`src/lic_line_cfg.svh`:
```
// Register offsets, field positions, reset values and counts for the line control block
// What the document asks of this block and of its software
// RULE_01 - CMI zero: low for first half bit, high for second half.
// RULE_02 - CMI one: one constant level held for the whole bit period.
// RULE_03 - Successive CMI ones alternate level, starting high after reset.
// RULE_04 - One enable bit turns CMI on both ways; positive output carries CMI.
// RULE_05 - HDB3/B8ZS style zero substitution may still precede the CMI coder.
// RULE_06 - Positive receive input is unipolar CMI; clock recovered, data aligned.
// RULE_07 - Transmitter on only if power-down bit is one and pin does not override.
// RULE_08 - Line-test select zero ignores pin; one lets high pin force power-down.
// RULE_09 - Control bit 1: zero enables jitter attenuator, one removes it.
// RULE_10 - Control bit 2 selects attenuator depth: 128 bits or 32 bits.
// RULE_11 - Control bit 3 places attenuator in receive path or transmit path.
// RULE_12 - Control bit 4 selects equalizer gain limit, meaning depends on T1/E1.
// RULE_13 - Software uses build-out 000 or 001 for E1 internal termination.
// RULE_14 - Build-out 100 and 101 are legacy, still accepted as high return loss.
// RULE_15 - Software sets T1 AGC pulse-shape values per build-out code.
// RULE_16 - Software sets E1 pulse-shape values; 75 ohm normal uses 20h and 08h.
// RULE_17 - Attenuator divides by 16, else 15 or 17 near limit and latches trip.
`ifndef LIC_LINE_CFG_SVH
`define LIC_LINE_CFG_SVH

`define LIC_ADDR_CTRL_ONE 8'h78
`define LIC_ADDR_PSA_ONE 8'hf1
`define LIC_ADDR_PSA_TWO 8'hf2
`define LIC_RESET_CTRL_ONE 8'h00
`define LIC_RESET_PSA 8'h00

`define LIC_BIT_TX_POWER 0
`define LIC_BIT_JA_DISABLE 1
`define LIC_BIT_JA_DEPTH 2
`define LIC_BIT_JA_SIDE 3
`define LIC_BIT_EQ_LIMIT 4
`define LIC_LBO_LSB 5
`define LIC_LBO_MSB 7
`define LIC_LBO_HRL_75 3'h4
`define LIC_LBO_HRL_120 3'h5

`define LIC_DIV_NORMAL 5'h10
`define LIC_DIV_FAST 5'h0f
`define LIC_DIV_SLOW 5'h11
`define LIC_JA_DEPTH_DEEP 8'h80
`define LIC_JA_DEPTH_SHALLOW 8'h20
`define LIC_JA_TRIP_DEEP 8'h78
`define LIC_JA_TRIP_SHALLOW 8'h1c
`define LIC_JA_LOW_MARK 8'h08

`define LIC_RX_PERIOD_LAST 4'hf
`define LIC_RX_SAMPLE_EARLY 4'h4
`define LIC_RX_SAMPLE_LATE 4'hc

`endif

```
`src/lic_pkg.sv`:
```
// Types shared by the line control block
package lic_pkg;

    typedef enum logic [0:0] {
        LIC_TX_IDLE = 1'b0,
        LIC_TX_SHIFT = 1'b1
    } lic_tx_state_t;

    typedef enum logic [1:0] {
        LIC_EQ_36DB = 2'h0,
        LIC_EQ_15DB = 2'h1,
        LIC_EQ_12DB = 2'h2,
        LIC_EQ_43DB = 2'h3
    } lic_eq_limit_t;

    typedef struct packed {
        logic [7:0] ctrl_one;
        logic [7:0] psa_one;
        logic [7:0] psa_two;
        logic [7:0] rd_data;
        lic_tx_state_t tx_state;
        logic [7:0] shreg;
        logic [2:0] bits_left;
        logic [4:0] cnt;
        logic [4:0] div;
        logic cur_mark;
        logic bit_level;
        logic ones_level;
        logic [1:0] zero_run;
        logic tx_pos;
        logic tx_neg;
        logic trip;
        logic rx_prev;
        logic [3:0] rx_phase;
        logic rx_early;
        logic rx_data;
        logic rx_valid;
    } lic_top_state_t;

endpackage : lic_pkg

```
`src/lic_fifo_if.sv`:
```
// Handshake bundle between the line control top and its data FIFO
`timescale 1ns/10ps
interface lic_fifo_if #(
    parameter int WIDTH = 8,
    parameter int DEPTH = 16
);
    logic [WIDTH-1:0] in_data;
    logic in_valid;
    logic in_ready;
    logic [WIDTH-1:0] out_data;
    logic out_valid;
    logic out_ready;
    logic [$clog2(DEPTH):0] count;

    modport fifo (
        input in_data, in_valid, out_ready,
        output in_ready, out_data, out_valid, count
    );
    modport user (
        output in_data, in_valid, out_ready,
        input in_ready, out_data, out_valid, count
    );
endinterface : lic_fifo_if

```
`src/lic_line_ctrl.sv`:
```
// Line interface control: registers, CMI coder and decoder, jitter pacing
`timescale 1ns/10ps
`include "lic_line_cfg.svh"
module lic_line_ctrl #(
    parameter int FIFO_DEPTH = 16
) (
    input wire logic SYS_CLK,
    input wire logic RESET_N,
    input wire logic [7:0] ADDR,
    input wire logic [7:0] WR_DATA,
    input wire logic WR_EN,
    input wire logic RD_EN,
    output logic [7:0] RD_DATA,
    input wire logic CMI_ENABLE,
    input wire logic LINE_TEST_SELECT,
    input wire logic EXTERNAL_POWER_DOWN_PIN,
    input wire logic E1_MODE,
    input wire logic ZERO_SUB_EN,
    input wire logic JITTER_TRIP_CLEAR,
    input wire logic [7:0] TX_DATA,
    input wire logic TX_VALID,
    output logic TX_READY,
    output logic TX_LINE_POS,
    output logic TX_LINE_POS_OE_N,
    output logic TX_LINE_NEG,
    output logic TX_LINE_NEG_OE_N,
    input wire logic RX_LINE_POS,
    output logic RX_DATA,
    output logic RX_VALID,
    output logic RX_RECOVERED_CLK,
    output logic JITTER_LIMIT_TRIP,
    output logic JITTER_ATTEN_ACTIVE,
    output logic JITTER_ATTEN_TX_SIDE,
    output logic [1:0] EQ_GAIN_LIMIT,
    output logic [2:0] LINE_BUILD_OUT,
    output logic HIGH_RETURN_LOSS,
    output logic [7:0] PULSE_SHAPE_ONE,
    output logic [7:0] PULSE_SHAPE_TWO
);
    generate
        if (FIFO_DEPTH * 8 < 128 || FIFO_DEPTH * 8 > 248)
        begin : g_bad_depth
            $error("lic_line_ctrl: FIFO must hold 128 to 248 bits");
        end
    endgenerate

    lic_pkg::lic_top_state_t s;
    lic_pkg::lic_top_state_t next_s;

    lic_fifo_if #(.WIDTH(8), .DEPTH(FIFO_DEPTH)) fif ();

    lic_fifo #(
        .WIDTH(8),
        .DEPTH(FIFO_DEPTH)
    ) u_fifo (
        .clk(SYS_CLK),
        .rst_n(RESET_N),
        .port(fif)
    );

    logic transmit_power_down_n;
    logic jitter_atten_disable;
    logic jitter_buffer_depth_sel;
    logic jitter_atten_side_sel;
    logic equalizer_gain_limit;
    logic [2:0] build_out;
    logic tx_enable;
    logic ja_on_tx;
    logic [7:0] depth_bits;
    logic [7:0] trip_bits;
    logic [7:0] fill_bits;
    logic boundary;
    logic first_half;
    logic [4:0] mid;
    logic new_bit;
    logic new_viol;
    logic pop;
    logic rx_fall;

    assign transmit_power_down_n = s.ctrl_one[`LIC_BIT_TX_POWER];
    assign jitter_atten_disable = s.ctrl_one[`LIC_BIT_JA_DISABLE];
    assign jitter_buffer_depth_sel = s.ctrl_one[`LIC_BIT_JA_DEPTH];
    assign jitter_atten_side_sel = s.ctrl_one[`LIC_BIT_JA_SIDE];
    assign equalizer_gain_limit = s.ctrl_one[`LIC_BIT_EQ_LIMIT];
    assign build_out = s.ctrl_one[`LIC_LBO_MSB:`LIC_LBO_LSB];

    // Pin override only counts when line test select is set
    assign tx_enable = transmit_power_down_n
        && !(LINE_TEST_SELECT && EXTERNAL_POWER_DOWN_PIN); // RULE_07 RULE_08

    // Pacing of the transmit bit rate only applies with the attenuator on the transmit side
    assign ja_on_tx = !jitter_atten_disable && jitter_atten_side_sel; // RULE_09 RULE_11
    assign depth_bits = jitter_buffer_depth_sel ? `LIC_JA_DEPTH_SHALLOW
        : `LIC_JA_DEPTH_DEEP; // RULE_10
    assign trip_bits = jitter_buffer_depth_sel ? `LIC_JA_TRIP_SHALLOW
        : `LIC_JA_TRIP_DEEP; // RULE_17
    assign fill_bits = {fif.count, 3'h0}
        + ((s.tx_state == lic_pkg::LIC_TX_SHIFT) ? {5'h00, s.bits_left} : 8'h00);

    // Source is held off once the selected depth is reached, so the shallow
    // buffer really limits delay instead of just moving the trip point
    assign fif.in_data = TX_DATA;
    assign fif.in_valid = TX_VALID && (fill_bits < depth_bits); // RULE_10
    assign TX_READY = fif.in_ready && (fill_bits < depth_bits);

    assign boundary = (s.cnt == s.div - 5'h01);
    assign mid = {1'b0, s.div[4:1]};
    assign first_half = (s.cnt < mid);
    assign pop = boundary && (s.tx_state == lic_pkg::LIC_TX_IDLE) && fif.out_valid;
    assign fif.out_ready = pop;
    assign rx_fall = s.rx_prev && !RX_LINE_POS;

    always_comb
    begin
        new_bit = 1'b0;
        if (s.tx_state == lic_pkg::LIC_TX_SHIFT)
        begin
            new_bit = s.shreg[0];
        end
        else if (fif.out_valid)
        begin
            new_bit = fif.out_data[0];
        end
        // Fourth zero in a row becomes a violation mark
        new_viol = ZERO_SUB_EN && !new_bit && (s.zero_run == 2'h3); // RULE_05
    end

    always_comb
    begin
        next_s = s;

        // Register port; unmapped reads return zero
        if (WR_EN)
        begin
            unique case (ADDR)
                `LIC_ADDR_CTRL_ONE: next_s.ctrl_one = WR_DATA;
                `LIC_ADDR_PSA_ONE: next_s.psa_one = WR_DATA;
                `LIC_ADDR_PSA_TWO: next_s.psa_two = WR_DATA;
                default: next_s.ctrl_one = s.ctrl_one;
            endcase
        end
        if (RD_EN)
        begin
            unique case (ADDR)
                `LIC_ADDR_CTRL_ONE: next_s.rd_data = s.ctrl_one;
                `LIC_ADDR_PSA_ONE: next_s.rd_data = s.psa_one;
                `LIC_ADDR_PSA_TWO: next_s.rd_data = s.psa_two;
                default: next_s.rd_data = 8'h00;
            endcase
        end

        // Bit period counter and serializer
        next_s.cnt = s.cnt + 5'h01;
        if (boundary)
        begin
            next_s.cnt = 5'h00;
            next_s.div = `LIC_DIV_NORMAL; // RULE_17
            if (ja_on_tx && fill_bits >= trip_bits)
            begin
                next_s.div = `LIC_DIV_FAST; // RULE_17
            end
            else if (ja_on_tx && fif.out_valid && fill_bits <= `LIC_JA_LOW_MARK)
            begin
                next_s.div = `LIC_DIV_SLOW; // RULE_17
            end

            unique case (s.tx_state)
                lic_pkg::LIC_TX_IDLE:
                begin
                    if (fif.out_valid)
                    begin
                        next_s.shreg = {1'b0, fif.out_data[7:1]};
                        next_s.bits_left = 3'h7;
                        next_s.tx_state = lic_pkg::LIC_TX_SHIFT;
                    end
                end
                lic_pkg::LIC_TX_SHIFT:
                begin
                    next_s.shreg = {1'b0, s.shreg[7:1]};
                    next_s.bits_left = s.bits_left - 3'h1;
                    if (s.bits_left == 3'h1)
                    begin
                        next_s.tx_state = lic_pkg::LIC_TX_IDLE;
                    end
                end
            endcase

            next_s.cur_mark = new_bit || new_viol;
            if (new_viol)
            begin
                // Same level as the last one, so the far end sees a code violation
                next_s.bit_level = !s.ones_level; // RULE_05
                next_s.zero_run = 2'h0;
            end
            else if (new_bit)
            begin
                next_s.bit_level = s.ones_level; // RULE_03
                next_s.ones_level = !s.ones_level; // RULE_03
                next_s.zero_run = 2'h0;
            end
            else if (s.zero_run != 2'h3)
            begin
                next_s.zero_run = s.zero_run + 2'h1;
            end
        end

        // Trip flag: a new trip in the clear cycle wins
        if (JITTER_TRIP_CLEAR)
        begin
            next_s.trip = 1'b0;
        end
        if (boundary && next_s.div != `LIC_DIV_NORMAL)
        begin
            next_s.trip = 1'b1; // RULE_17
        end

        // Line coder; data is forced low while powered down
        if (!tx_enable)
        begin
            next_s.tx_pos = 1'b0; // RULE_07
            next_s.tx_neg = 1'b0;
        end
        else if (CMI_ENABLE)
        begin
            next_s.tx_neg = 1'b0; // RULE_04
            if (s.cur_mark)
            begin
                next_s.tx_pos = s.bit_level; // RULE_02
            end
            else
            begin
                next_s.tx_pos = !first_half; // RULE_01
            end
        end
        else
        begin
            // Bipolar return-to-zero marks, alternate polarity
            next_s.tx_pos = s.cur_mark && first_half && s.bit_level;
            next_s.tx_neg = s.cur_mark && first_half && !s.bit_level;
        end

        // CMI decoder: falling edges only occur at bit boundaries, so they set phase
        next_s.rx_prev = RX_LINE_POS;
        next_s.rx_valid = 1'b0;
        if (rx_fall)
        begin
            next_s.rx_phase = 4'h1; // RULE_06
        end
        else if (s.rx_phase == `LIC_RX_PERIOD_LAST)
        begin
            next_s.rx_phase = 4'h0;
        end
        else
        begin
            next_s.rx_phase = s.rx_phase + 4'h1;
        end
        if (s.rx_phase == `LIC_RX_SAMPLE_EARLY)
        begin
            next_s.rx_early = RX_LINE_POS;
        end
        if (s.rx_phase == `LIC_RX_SAMPLE_LATE && CMI_ENABLE)
        begin
            // Equal halves decode as one, a mid-bit change as zero
            next_s.rx_data = (s.rx_early == RX_LINE_POS); // RULE_06
            next_s.rx_valid = 1'b1; // RULE_04
        end
    end

    always_ff @(posedge SYS_CLK or negedge RESET_N)
    begin
        if (!RESET_N)
        begin
            s <= '0;
            s.ctrl_one <= `LIC_RESET_CTRL_ONE;
            s.psa_one <= `LIC_RESET_PSA;
            s.psa_two <= `LIC_RESET_PSA;
            s.div <= `LIC_DIV_NORMAL;
            s.ones_level <= 1'b1;
            s.tx_state <= lic_pkg::LIC_TX_IDLE;
        end
        else
        begin
            s <= next_s;
        end
    end

    always_comb
    begin
        unique case ({E1_MODE, equalizer_gain_limit})
            2'b00: EQ_GAIN_LIMIT = lic_pkg::LIC_EQ_36DB; // RULE_12
            2'b01: EQ_GAIN_LIMIT = lic_pkg::LIC_EQ_15DB; // RULE_12
            2'b10: EQ_GAIN_LIMIT = lic_pkg::LIC_EQ_12DB; // RULE_12
            2'b11: EQ_GAIN_LIMIT = lic_pkg::LIC_EQ_43DB; // RULE_12
        endcase
    end

    assign RD_DATA = s.rd_data;
    // Enables are low while driving; negative line idles in CMI but stays driven
    assign TX_LINE_POS = s.tx_pos;
    assign TX_LINE_NEG = s.tx_neg;
    assign TX_LINE_POS_OE_N = !tx_enable; // RULE_07
    assign TX_LINE_NEG_OE_N = !tx_enable; // RULE_07
    assign RX_DATA = s.rx_data;
    assign RX_VALID = s.rx_valid;
    assign RX_RECOVERED_CLK = !s.rx_phase[3];
    assign JITTER_LIMIT_TRIP = s.trip;
    assign JITTER_ATTEN_ACTIVE = !jitter_atten_disable; // RULE_09
    assign JITTER_ATTEN_TX_SIDE = jitter_atten_side_sel; // RULE_11
    assign LINE_BUILD_OUT = build_out;
    // Legacy codes remain honoured in E1 as high return loss settings
    assign HIGH_RETURN_LOSS = E1_MODE && (build_out == `LIC_LBO_HRL_75
        || build_out == `LIC_LBO_HRL_120); // RULE_14
    assign PULSE_SHAPE_ONE = s.psa_one;
    assign PULSE_SHAPE_TWO = s.psa_two;
endmodule : lic_line_ctrl

```
`src/lic_fifo.sv`:
```
// Flip-flop FIFO with valid/ready on both sides
`timescale 1ns/10ps
module lic_fifo #(
    parameter int WIDTH = 8,
    parameter int DEPTH = 16
) (
    input wire logic clk,
    input wire logic rst_n,
    lic_fifo_if.fifo port
);
    localparam int AW = $clog2(DEPTH);

    typedef struct packed {
        logic [DEPTH-1:0][WIDTH-1:0] mem;
        logic [AW-1:0] wr_ptr;
        logic [AW-1:0] rd_ptr;
        logic [AW:0] count;
    } lic_fifo_state_t;

    lic_fifo_state_t s;
    lic_fifo_state_t next_s;
    logic push;
    logic pop;

    generate
        if (WIDTH < 1 || DEPTH < 2 || (1 << AW) != DEPTH)
        begin : g_bad_param
            $error("lic_fifo: depth must be a power of two of at least 2");
        end
    endgenerate

    assign port.in_ready = (s.count != DEPTH[AW:0]);
    assign port.out_valid = (s.count != '0);
    assign port.out_data = s.mem[s.rd_ptr];
    assign port.count = s.count;
    assign push = port.in_valid && port.in_ready;
    assign pop = port.out_valid && port.out_ready;

    always_comb
    begin
        next_s = s;
        if (push)
        begin
            next_s.mem[s.wr_ptr] = port.in_data;
            next_s.wr_ptr = s.wr_ptr + 1'b1;
        end
        if (pop)
        begin
            next_s.rd_ptr = s.rd_ptr + 1'b1;
        end
        if (push && !pop)
        begin
            next_s.count = s.count + 1'b1;
        end
        else if (pop && !push)
        begin
            next_s.count = s.count - 1'b1;
        end
    end

    always_ff @(posedge clk or negedge rst_n)
    begin
        if (!rst_n)
        begin
            s <= '0;
        end
        else
        begin
            s <= next_s;
        end
    end
endmodule : lic_fifo

```
`config.mk`:
```
export PLATFORM = sky130hd
export DESIGN_NAME = lic_line_ctrl
export DESIGN_NICKNAME = d
export VERILOG_FILES = /design/src/lic_pkg.sv /design/src/lic_fifo_if.sv /design/src/lic_line_ctrl.sv /design/src/lic_fifo.sv
export VERILOG_INCLUDE_DIRS = /design/src
export SDC_FILE = /design/constraint.sdc
export NUM_CORES = 1
export LEC_CHECK = 0
export ABC_AREA = 1
export BUFFER_PORTS_ARGS = -buffer_cell sky130_fd_sc_hd__clkbuf_2
export CORE_ASPECT_RATIO = 1.25
export CORE_MARGIN = 2
export CORE_UTILIZATION = 45
export DETAILED_ROUTE_END_ITERATION = 16
export PLACE_DENSITY = 0.6
export REMOVE_ABC_BUFFERS = 1
export SLEW_MARGIN = 10
export SYNTH_ARGS = -nofsm -noshare
export SYNTH_HDL_FRONTEND = slang
export SYNTH_SLANG_ARGS = --single-unit
```
`constraint.sdc`:
```
create_clock -name SYS_CLK -period 4 [get_ports SYS_CLK]
set_input_delay 0 -clock SYS_CLK [delete_from_list [all_inputs] [get_ports SYS_CLK]]
set_output_delay 0 -clock SYS_CLK [all_outputs]
set_load 0.01 [all_outputs]
```
# == Word-level counts from Yosys, hierarchy flattened ==
# Cells that the tools add are included.
# classes
addsub,10
n_lt_le_gt_ge,7
n_eq_ne,19
muxes,34
bitwise_logic,2
reduce_logical,50
# ops
op,count
bitwise mux 128 bit,1
binary-select mux 8 bit (select 4 bit),1
demux 8 bit (select 4 bit),1
logical AND 1 bit,24
2-to-1 mux 8 bit,3
one-hot mux 12 bit (2 select lines),1
one-hot mux 8 bit (3 select lines),1
equality test 8 bit (second input constant),2
2-to-1 mux 15 bit,1
2-to-1 mux 5 bit,3
adder 4 x 1 -> 4 bit (second input constant),3
2-to-1 mux 12 bit,1
2-to-1 mux 2 bit,6
AND reduction 2 bit,6
logical NOT 1 bit,11
adder 5 x 1 -> 5 bit (second input constant),2
< comparator 4 x 5 -> 1 bit (second input constant),2
2-to-1 mux 1 bit,10
inequality test 5 bit (second input constant),2
subtractor 5 x 1 -> 5 bit (second input constant),2
adder 8 x 3 -> 8 bit,1
equality test 4 bit (second input constant),2
equality test 8 x 7 -> 1 bit (second input constant),1
>= comparator 8 x 7 -> 1 bit,1
other kinds (25),34
# word_totals
regBits,211
in_bits,36
word_cells,162

# == Depth between registers and ports, before layout ==
# Gate-level depths: netlist of the first run.
# depth
depth_word,12
mapped_depth,16
ltp_nobuf,16

# == Cells and area by module ==
# From an unflattened synthesis of the first run, not the netlist that was laid out.
# unflattened
cells_unflattened,1557
area_unflattened_um2,11867.6
# by_module_without_submodules
mod,instances,cells_each,area_each_um2
lic_fifo,1,1076,7935.1
lic_line_ctrl,1,481,3932.5

# == Least setup slack after synthesis of the first run ==
# OpenSTA, ideal clock, no wires.
# synth_path
path_type,reg2reg
startpoint,register s[16] (netlist name)
endpoint,"register u_fifo.s, in the netlist u_fifo.port.count[2]"
setup_ns,0.118
arrival_ns,2.250
slack_ns,1.632
stages_incl_launch_ff,15
n_path_buf,0
period_less_slack_ns,2.368
path_cell_list,dfrtp_1 inv_1 ha_1 xnor2_1 nor2_1 o21ai_0 nor2_1 nand2_1 inv_2 nand2_2 ha_1 nor2_1 o21ai_0 xor2_1 inv_1
# synth_via
elab_chain_len,8
word_cells_on_any_way,10
cone_classes,add/sub (1); eq/ne (1); mux (1); reduce/logical (7)
# synth_rtl
element,line,source
from (decl),lic_line_ctrl.sv:47,lic_pkg::lic_top_state_t s;
from (signal assigned),lic_line_ctrl.sv:283,s <= next_s;
subtractor 5 x 1 -> 5 bit *,lic_line_ctrl.sv:106,assign boundary = (s.cnt == s.div - 5'h01);
equality test 5 bit *,lic_line_ctrl.sv:106,
logical AND 1 bit * (2 in series),lic_line_ctrl.sv:109,assign pop = boundary && (s.tx_state == lic_pkg::LIC_TX_IDLE) && fif.out_valid;
logical AND 1 bit *,lic_fifo.sv:37,assign pop = port.out_valid && port.out_ready;
logical NOT 1 bit,lic_fifo.sv:51,if (push && !pop)
logical AND 1 bit,lic_fifo.sv:51,
2-to-1 mux 5 bit or nonzero test 2 bit (tied branches),--,
to (signal assigned),lic_fifo.sv:69,s <= next_s;
to (decl),lic_fifo.sv:20,lic_fifo_state_t s;
# Mark *: on every way between the ends. The rest lies on a longest branch, timed or not.
# A chain may end at the register's enable or synchronous reset.

# == Final worst setup path of the first run ==
# Same ends and word-level chain as after synthesis.

==> summary.md, run 1 <==
| Metric | Value |
|---|---|
| Crit path DAT | 3.22 ns |
| Number of synthesized flops with an enable pin | 0 |
| Net count, final | between 1000 and 1500 |
| Post-synth ARST share | 1.00 |
| Drt drc | 0 |
| H-tree levels | 1 |
| Largest net degree at the start of global routing | roughly 120 |
| Filler Cells Inserted | ~2200 |
| Vias in the first global route | 7873 |
| Cell mode on critical path | nor2_1 |
| Hold Crit Class | in -> reg |
| Unrepaired setup endpoints after global routing | false |
| CP endpoint kind | register |
| CP max FO | 18 |
| First-pass GRT wire length | 41.8 mm |
| Slew Limit Headroom | 0.362 |
| Run status | completed |
| DRT Pass-1 Iters | 4 |
| # diodes | 0 |
| R2R Path Start | s[16] |
| Leak | 5.58 nW |
| Post-Route Setup TNS | 0 ns |
| Pwr Density | 616 mW/mm^2 |
| Cell Rows | 62 |
| Net switching power | 2.47 mW |
| Slowest CP cell | ha_1 |
| Via/cell ratio | 5.26 |
| R2R depth | 14 |
| FMAX | about 350 MHz |
| Wirelength per Cell | approximately 16 um |
| Ys flop type | dfrtp_1 |
| Hold depth | 6 |
| Syn_area_per_cell | 8.92 um^2 |
| Starting Density | 0.461 |
| Layout Cells excl Fill | ~1500 |
| Switching share of power | 0.339 |
| Max-Cap Viols | 0 |
| Slew @ Worst Pin | approximately 0.96 ns |
| 1st-iter DRT viols | 521 |
| Layout area overhead | 11.5% |
| CP endpoint | u_fifo.port.count[2] |
| Placed insts | 1475 |
| Worst skew pair latency | between 0.5 and 0.6 ns |
| # setup viols final | 0 |
| Share of layout cells above drive strength 1 | 0.173 |
| Total internal power | just under 5 mW |
| RD Place Congestion | 0.805 |
| Post-CTS Repair Setup Buffers | 0 |
| CTS Buf Count | 23 |
| Clock Path Buffers | 3 |
| Gr usage total | 0.208 |
| Die Area | 0.0248 mm^2 |
| Overall power | about 7.3 mW |
| IO Pins | 77 |
| Worst setup path class | reg -> reg |
| Delay of the slowest critical-path stage | 0.39 ns |
| Crit. Startpoint | s[16] |
| Synth warnings | 0 |
| Root Driver | clkbuf_16 |
| Port bufs | 76 |
| Resize count post-CTS | 0 |
| Dpl hpwl | 15.9 mm |
| Routed Antenna Nets | 0 |
| Cells after synthesis | roughly 1200 |
| Die W | ~140 um |
| Vias | 8085 |
| Final WS setup | 1.17 ns |
| CTS tree | done |
| Total grt overflow | 0 |
| Pre-CTS worst setup slack | 1.18 ns |
| Yosys reg bits | 210 |
| Required time worst endpoint | 4.39 ns |
| Final Cycle Share | 0.707 |
| Netlist cell types | 43 |
| Hold_ws | 0.0803 ns |
| Initial antenna violation count | 0 |
| Register area share after synthesis | 0.495 |
| Peak VDD IR | 0.298 mV |
| Critical-path cell list | inv_1, ha_1, xnor2_1, nor2_1, o21ai_0, nor2_1, nand2_1, inv_2, nand2_2, ha_1, nor2_1, o21ai_0, xor2_1, inv_1 |
| Comb pwr share | 0.273 |
| Total wire length | 25.2 mm |
| Clock power frac | 0.299 |
| CTS clock-pin slew for the worst setup and hold paths | 0.06 ns |
| Hold_buf cts | 21 |
| Sequential Power Share | 0.428 |
| Max Clock Skew | approximately 0.015 ns |
| Internal reg-to-reg setup slack | 1.17 ns |
| RR Endpoint | u_fifo.port.count[2] |
| Hold Fails Final Rpt | 0 |
| Clock net sink count | 210 |
| Die Y | 176 um |
| Worst Setup Start Kind | register |
| Final slew viol count | 0 |
| Post-route minimum period | around 2.8 ns |
| Post-Syn Area | 0.0106 mm^2 |
| Total core area | 0.0230 mm^2 |
[worst max-delay path, delay by kind of cell (launching register included)]
| family | cells | cell delay [ns] |
|---|---|---|
| compound gates | 2 | 0.21 |
| simple gates | 5 | 0.73 |
| fa+ha+maj | 2 | 0.69 |
| buf+inv | 3 | 0.46 |
| xor+xnor | 2 | 0.26 |
| flops | 1 | 0.38 |
[how the worst min path moves through the flow]
| stage | from | end | slack (ns) |
|---|---|---|---|
| detailed placement | RX_LINE_POS | s[7] | 0.16 |
| floorplan | RESET_N | JITTER_ATTEN_TX_SIDE | -0.30 |
| finish | ADDR[2] | s[62] | 0.08 |
| global placement | RX_LINE_POS | s[7] | 0.16 |
| CTS | ADDR[2] | s[62] | 0.06 |
| global route | TX_DATA[5] | u_fifo.s[50] | 0.14 |
[final cells by class]
class,count,area (um^2),share of cell area
Clock buffer,34,667,0.0564
Tap cell,288,360,0.0305
Sequential cell,210,5260,0.444
Multi-Input combinational cell,804,4430,0.375
Clock inverter,7,110,0.00930
Timing Repair Buffer,107,676,0.0571
Inverter,87,327,0.0276
[sequential cells by signal, indices dropped and copies added (netlist names)]
signal / count
PULSE_SHAPE_ONE: 8
JITTER_ATTEN_TX_SIDE: 1
jitter_atten_disable: 1
s: 29
u_fifo.s: 136
TX_LINE_NEG: 1
RD_DATA: 8
PULSE_SHAPE_TWO: 8
JITTER_LIMIT_TRIP: 1
equalizer_gain_limit: 1
TX_LINE_POS: 1
u_fifo.port.count: 5
LINE_BUILD_OUT: 3
mid: 4
RX_DATA: 1
jitter_buffer_depth_sel: 1
RX_VALID: 1
[per-stage QoR]
step	util	cell area, um^2
floorplan	-	10000
global placement	0.471	10800
detailed placement	0.471	10800
CTS	0.514	11800
global route	0.514	11800
finish	0.514	11800
[cells in the final DEF, fill, tap and decap left out, types with 27 or more instances in the layout]
cell / instances
o21ai_0: 64
dfrtp_1: 206
o21ai_1: 124
nand3_1: 46
o21ai_2: 47
o211ai_1: 27
nor2_1: 108
nand2_1: 267
inv_1: 74
clkbuf_2: 75
[cells in the mapped netlist, types with 16 or more instances]
cell,number,area [um^2]
dfrtp_1,208,5200
a21oi_1,16,80.1
nand3_1,46,230
inv_1,74,278
clkbuf_1,22,82.6
buf_2,17,85.1
o21ai_1,124,621
o21ai_2,47,412
nor2_1,108,405
nand2_1,267,1000
ha_1,25,313
buf_6,16,180
o21ai_0,64,320
buf_4,28,210
o211ai_1,27,203
[metal layers]
layer / up-vias / global-route usage / routed length [um] / share of wire
met1: 3904 / 0.287 / 11700 / 0.46
li1: 3997 / - / - / -
met3: 41 / 0.0267 / 887 / 0.035
met4: 0 / 0.0663 / 710 / 0.028
met2: 143 / 0.344 / 11900 / 0.47
met5: - / 0 / 0 / 0
[cells by family (layout without fill, tap and decap cells)]
logic type | after synthesis | count (layout) | share of synthesized area
and+or+nand+nor | 456 | 456 | 0.198
xor gates and xnor gates | 21 | 21 | 0.0173
AOI/OAI and AO/OA | 296 | 296 | 0.167
buffers and inverters | 175 | 235 | 0.0867
adders and majority gates | 25 | 25 | 0.0295
DFF | 210 | 210 | 0.495
muxes | 6 | 6 | 0.00637
[power by group through the flow]
stage          clock, mW  combinational [mW]  sequential [mW]
6_report            2.18                1.99             3.12
5_1_grt             2.31                2.30             3.20
4_1_cts             2.23                2.01             3.12
3_5_place_dp           0                1.98             3.15
3_3_place_gp           0                1.94             3.14
2_1_floorplan          0                1.51             3.07
(Power assumes the default switching activity.)
==> inputs of run 2 (changes only) <==
Settings changed: PLACE_DENSITY 0.6 to 0.63.
Clock period 4 ns to 2.6 ns, I/O delays scaled along.
==> run 2 against run 1 <==
  * Global-route usage decreased by 0.62 points
  * Setup slack got worse by 0.92 ns
  * Register-to-register slack got worse by 0.92 ns
  * Clock power increased by 48%
  * Core utilization increased by 0.35 points
  * Critical path depth unchanged
  * First-iteration DRC count increased by 1.3%
  * Non-clock buffer count increased by 8
  * Worst hold slack got worse by 0.0068 ns
  * Sequential share of layout area decreased by 0.31 points
  * Largest cell class unchanged
  * Highest routed layer unchanged
==> summary.md, run 2 (synthesis results as in run 1) <==
| Metric | Value |
|---|---|
| Slowest CP cell | dfrtp_1 |
| Total grt overflow | 0 (unchanged) |
| CP Buf/Inv Count | 3 (unchanged) |
| Worst Setup Start Kind | register |
| Unrepaired setup endpoints after global routing | false |
| Clock net sink count | 210 (unchanged) |
| Hold Crit Class | in -> async |
| Max Clock Skew | 0.0121 ns (-0.00319 ns) |
| Starting Density | 0.461 (unchanged) |
| First-pass GRT wire length | 40.9 mm (-2.0%) |
| Largest register FFs | 136 (unchanged) |
| Biggest register | u_fifo.s |
| Post-Route Setup TNS | 0 ns (unchanged) |
| Post-route minimum period | 2.35 ns (-0.480 ns) |
| Gr usage total | 0.202 (-0.00616) |
| Wirelength per Cell | 15.9 um (-2.9%) |
| FMAX | 426 MHz (+20%) |
| Final slew viol count | 0 (unchanged) |
| Via/cell ratio | 5.22 (-0.75%) |
| Hold Fails Final Rpt | 0 (unchanged) |
| # setup viols final | 0 (unchanged) |
| IO Pins | 77 (unchanged) |
| CTS tree | done |
| Crit. Startpoint | s[16] |
| R2R depth | 14 (unchanged) |
| Die Area | 0.0248 mm^2 (unchanged) |
| Routed Antenna Nets | 0 (unchanged) |
| Layout area overhead | 12.3% |
| Initial antenna violation count | 0 (unchanged) |
| Critical-path cell list | inv_1, ha_1, xnor2_1, nor2_1, o21ai_0, nor2_1, nand2_1, inv_2, nand2_2, ha_1, nor2_1, o21ai_0, xor2_1, inv_1 |
| Final Cycle Share | 0.903 (+0.196) |
| Largest net degree at the start of global routing | 82 (-33%) |
| Overall power | 11.1 mW (+53%) |
| Regs by FF count | u_fifo.s (136), s (29) |
| RD Place Congestion | 0.802 (-0.41%) |
| Internal reg-to-reg setup slack | 0.25 ns (-0.92 ns) |
| Peak VDD IR | 0.501 mV (+68%) |
| Drt drc | 0 (unchanged) |
| Commonest non-fill, non-tap cell in the layout | nand2_1 |
| Net count, final | 1301 (+0.54%) |
| Share of layout cells above drive strength 1 | 0.178 (+0.00541) |
| Die Y | 176 um (unchanged) |
| Slew @ Worst Pin | 0.759 ns (-0.198 ns) |
| Worst skew pair latency | 0.50 ns (about the same) |
| Die W | 141 um (unchanged) |
| Run status | completed |
| CTS clock-pin slew for the worst setup and hold paths | 0.06 ns (about the same) |
| Slew Limit Headroom | 0.493 (+0.131) |
| Required time worst endpoint | 2.99 ns (-1.40 ns) |
| RR Endpoint | u_fifo.port.count[2] |
| # diodes | 0 (unchanged) |
| Most frequent cells in the layout | nand2_1, dfrtp_1, o21ai_1 |
| Cell mode on critical path | nor2_1 |
| Root Driver | clkbuf_16 |
| R2R Path Start | s[16] |
| Resize count post-CTS | 0 (unchanged) |
| Port bufs | 76 (unchanged) |
| Clock Path Buffers | 3 (unchanged) |
| Vias in the first global route | 7966 (+1.2%) |
| CP max FO | 5 (-13) |
| Crit path DAT | 2.74 ns (-0.48 ns) |
| CTS Buf Count | 22 (-4.3%) |
| Vias | 8061 (-0.30%) |
| Cell family with the largest share of critical-path delay | adder cells |
| CP endpoint kind | register |
| Total core area | 0.0230 mm^2 (unchanged) |
| Delay of the slowest critical-path stage | 0.38 ns (about the same) |
| DRT Pass-1 Iters | 5 (+1) |
| Total wire length | 24.6 mm (-2.4%) |
| Cell Rows | 62 (unchanged) |
| 1st-iter DRT viols | 528 (+1.3%) |
| Worst setup path class | reg -> reg |
| H-tree levels | 1 (unchanged) |
| Max-Cap Viols | 0 (unchanged) |
| Leak | 5.61 nW (+0.67%) |
| Dpl hpwl | 15.7 mm (-1.2%) |
| Pwr Density | 935 mW/mm^2 (+52%) |
==> run 2: cell types whose count changed in the layout (fill, tap and decap cells not counted) <==
cell | before | now
clkbuf_8 | 5 | 4
clkinvlp_4 | 0 | 2
buf_12 | 0 | 4
clkbuf_1 | 6 | 3
clkinv_2 | 4 | 6
dfrtp_1 | 206 | 207
bufinv_16 | 3 | 2
dlygate4sd3_1 | 21 | 22
buf_4 | 10 | 13
dfrtp_2 | 2 | 1
==> run 2: final cells by class <==
| type | count | area, um^2 |
|---|---|---|
| tap | 288 | 360 |
| inverter | 87 | 327 |
| multi-input combinational | 804 | 4430 |
| clock buffer | 30 | 642 |
| sequential | 210 | 5260 |
| clock inverter | 10 | 105 |
| timing repair buffer | 115 | 788 |
| fill | 2116 | 11100 |
==> run 2: power by group <==
part,total (mW),switching [mW],internal [mW]
combinational,3.15,1.90,1.24
clock,3.23,1.30,1.93
sequential,4.77,0.618,4.15
total,11.1,3.82,7.32
==> run 2: stage by stage <==
step | instance area (um^2) | std cells | util | setup WS [ns] | hold WS, ns
6_report | 11900 | 1544 | 0.517 | 0.253 | 0.0734
5_1_grt | 11900 | 1544 | 0.517 | 0.0105 | 0.131
4_1_cts | 11900 | 1544 | 0.517 | 0.241 | 0.0653
3_5_place_dp | 10900 | 1482 | 0.475 | 0.284 | 0.0332
3_3_place_gp | 10900 | 1482 | 0.475 | 0.334 | 0.0407
2_1_floorplan | 10000 | 1101 | - | -0.107 | -0.296
==> run 2: metal layers <==
layer,vias to the layer above,routed length [um],GRT usage
met2,137,12000,0.348
met4,0,663,0.0642
met5,-,0,0
met3,43,787,0.0207
li1,4028,-,-
met1,3853,11100,0.269
==> run 2: how the worst max path moves through the flow <==
| stage | endpoint | slack (ns) | cells past startpoint |
|---|---|---|---|
| 6_report | u_fifo.port.count[2] | 0.25 | 14 |
| 3_3_place_gp | u_fifo.port.count[2] | 0.33 | 14 |
| 4_1_cts | u_fifo.port.count[2] | 0.24 | 14 |
| 2_1_floorplan | s[14] | -0.11 | 13 |
| 3_5_place_dp | u_fifo.port.count[2] | 0.28 | 14 |
| 5_1_grt | u_fifo.port.count[2] | 0.01 | 14 |
==> run 2: what timing repair did <==
action                    4_1_cts  5_1_grt
hold endpoints to repair      129        0
setup buffers                   0        0
hold buffers                   22        0
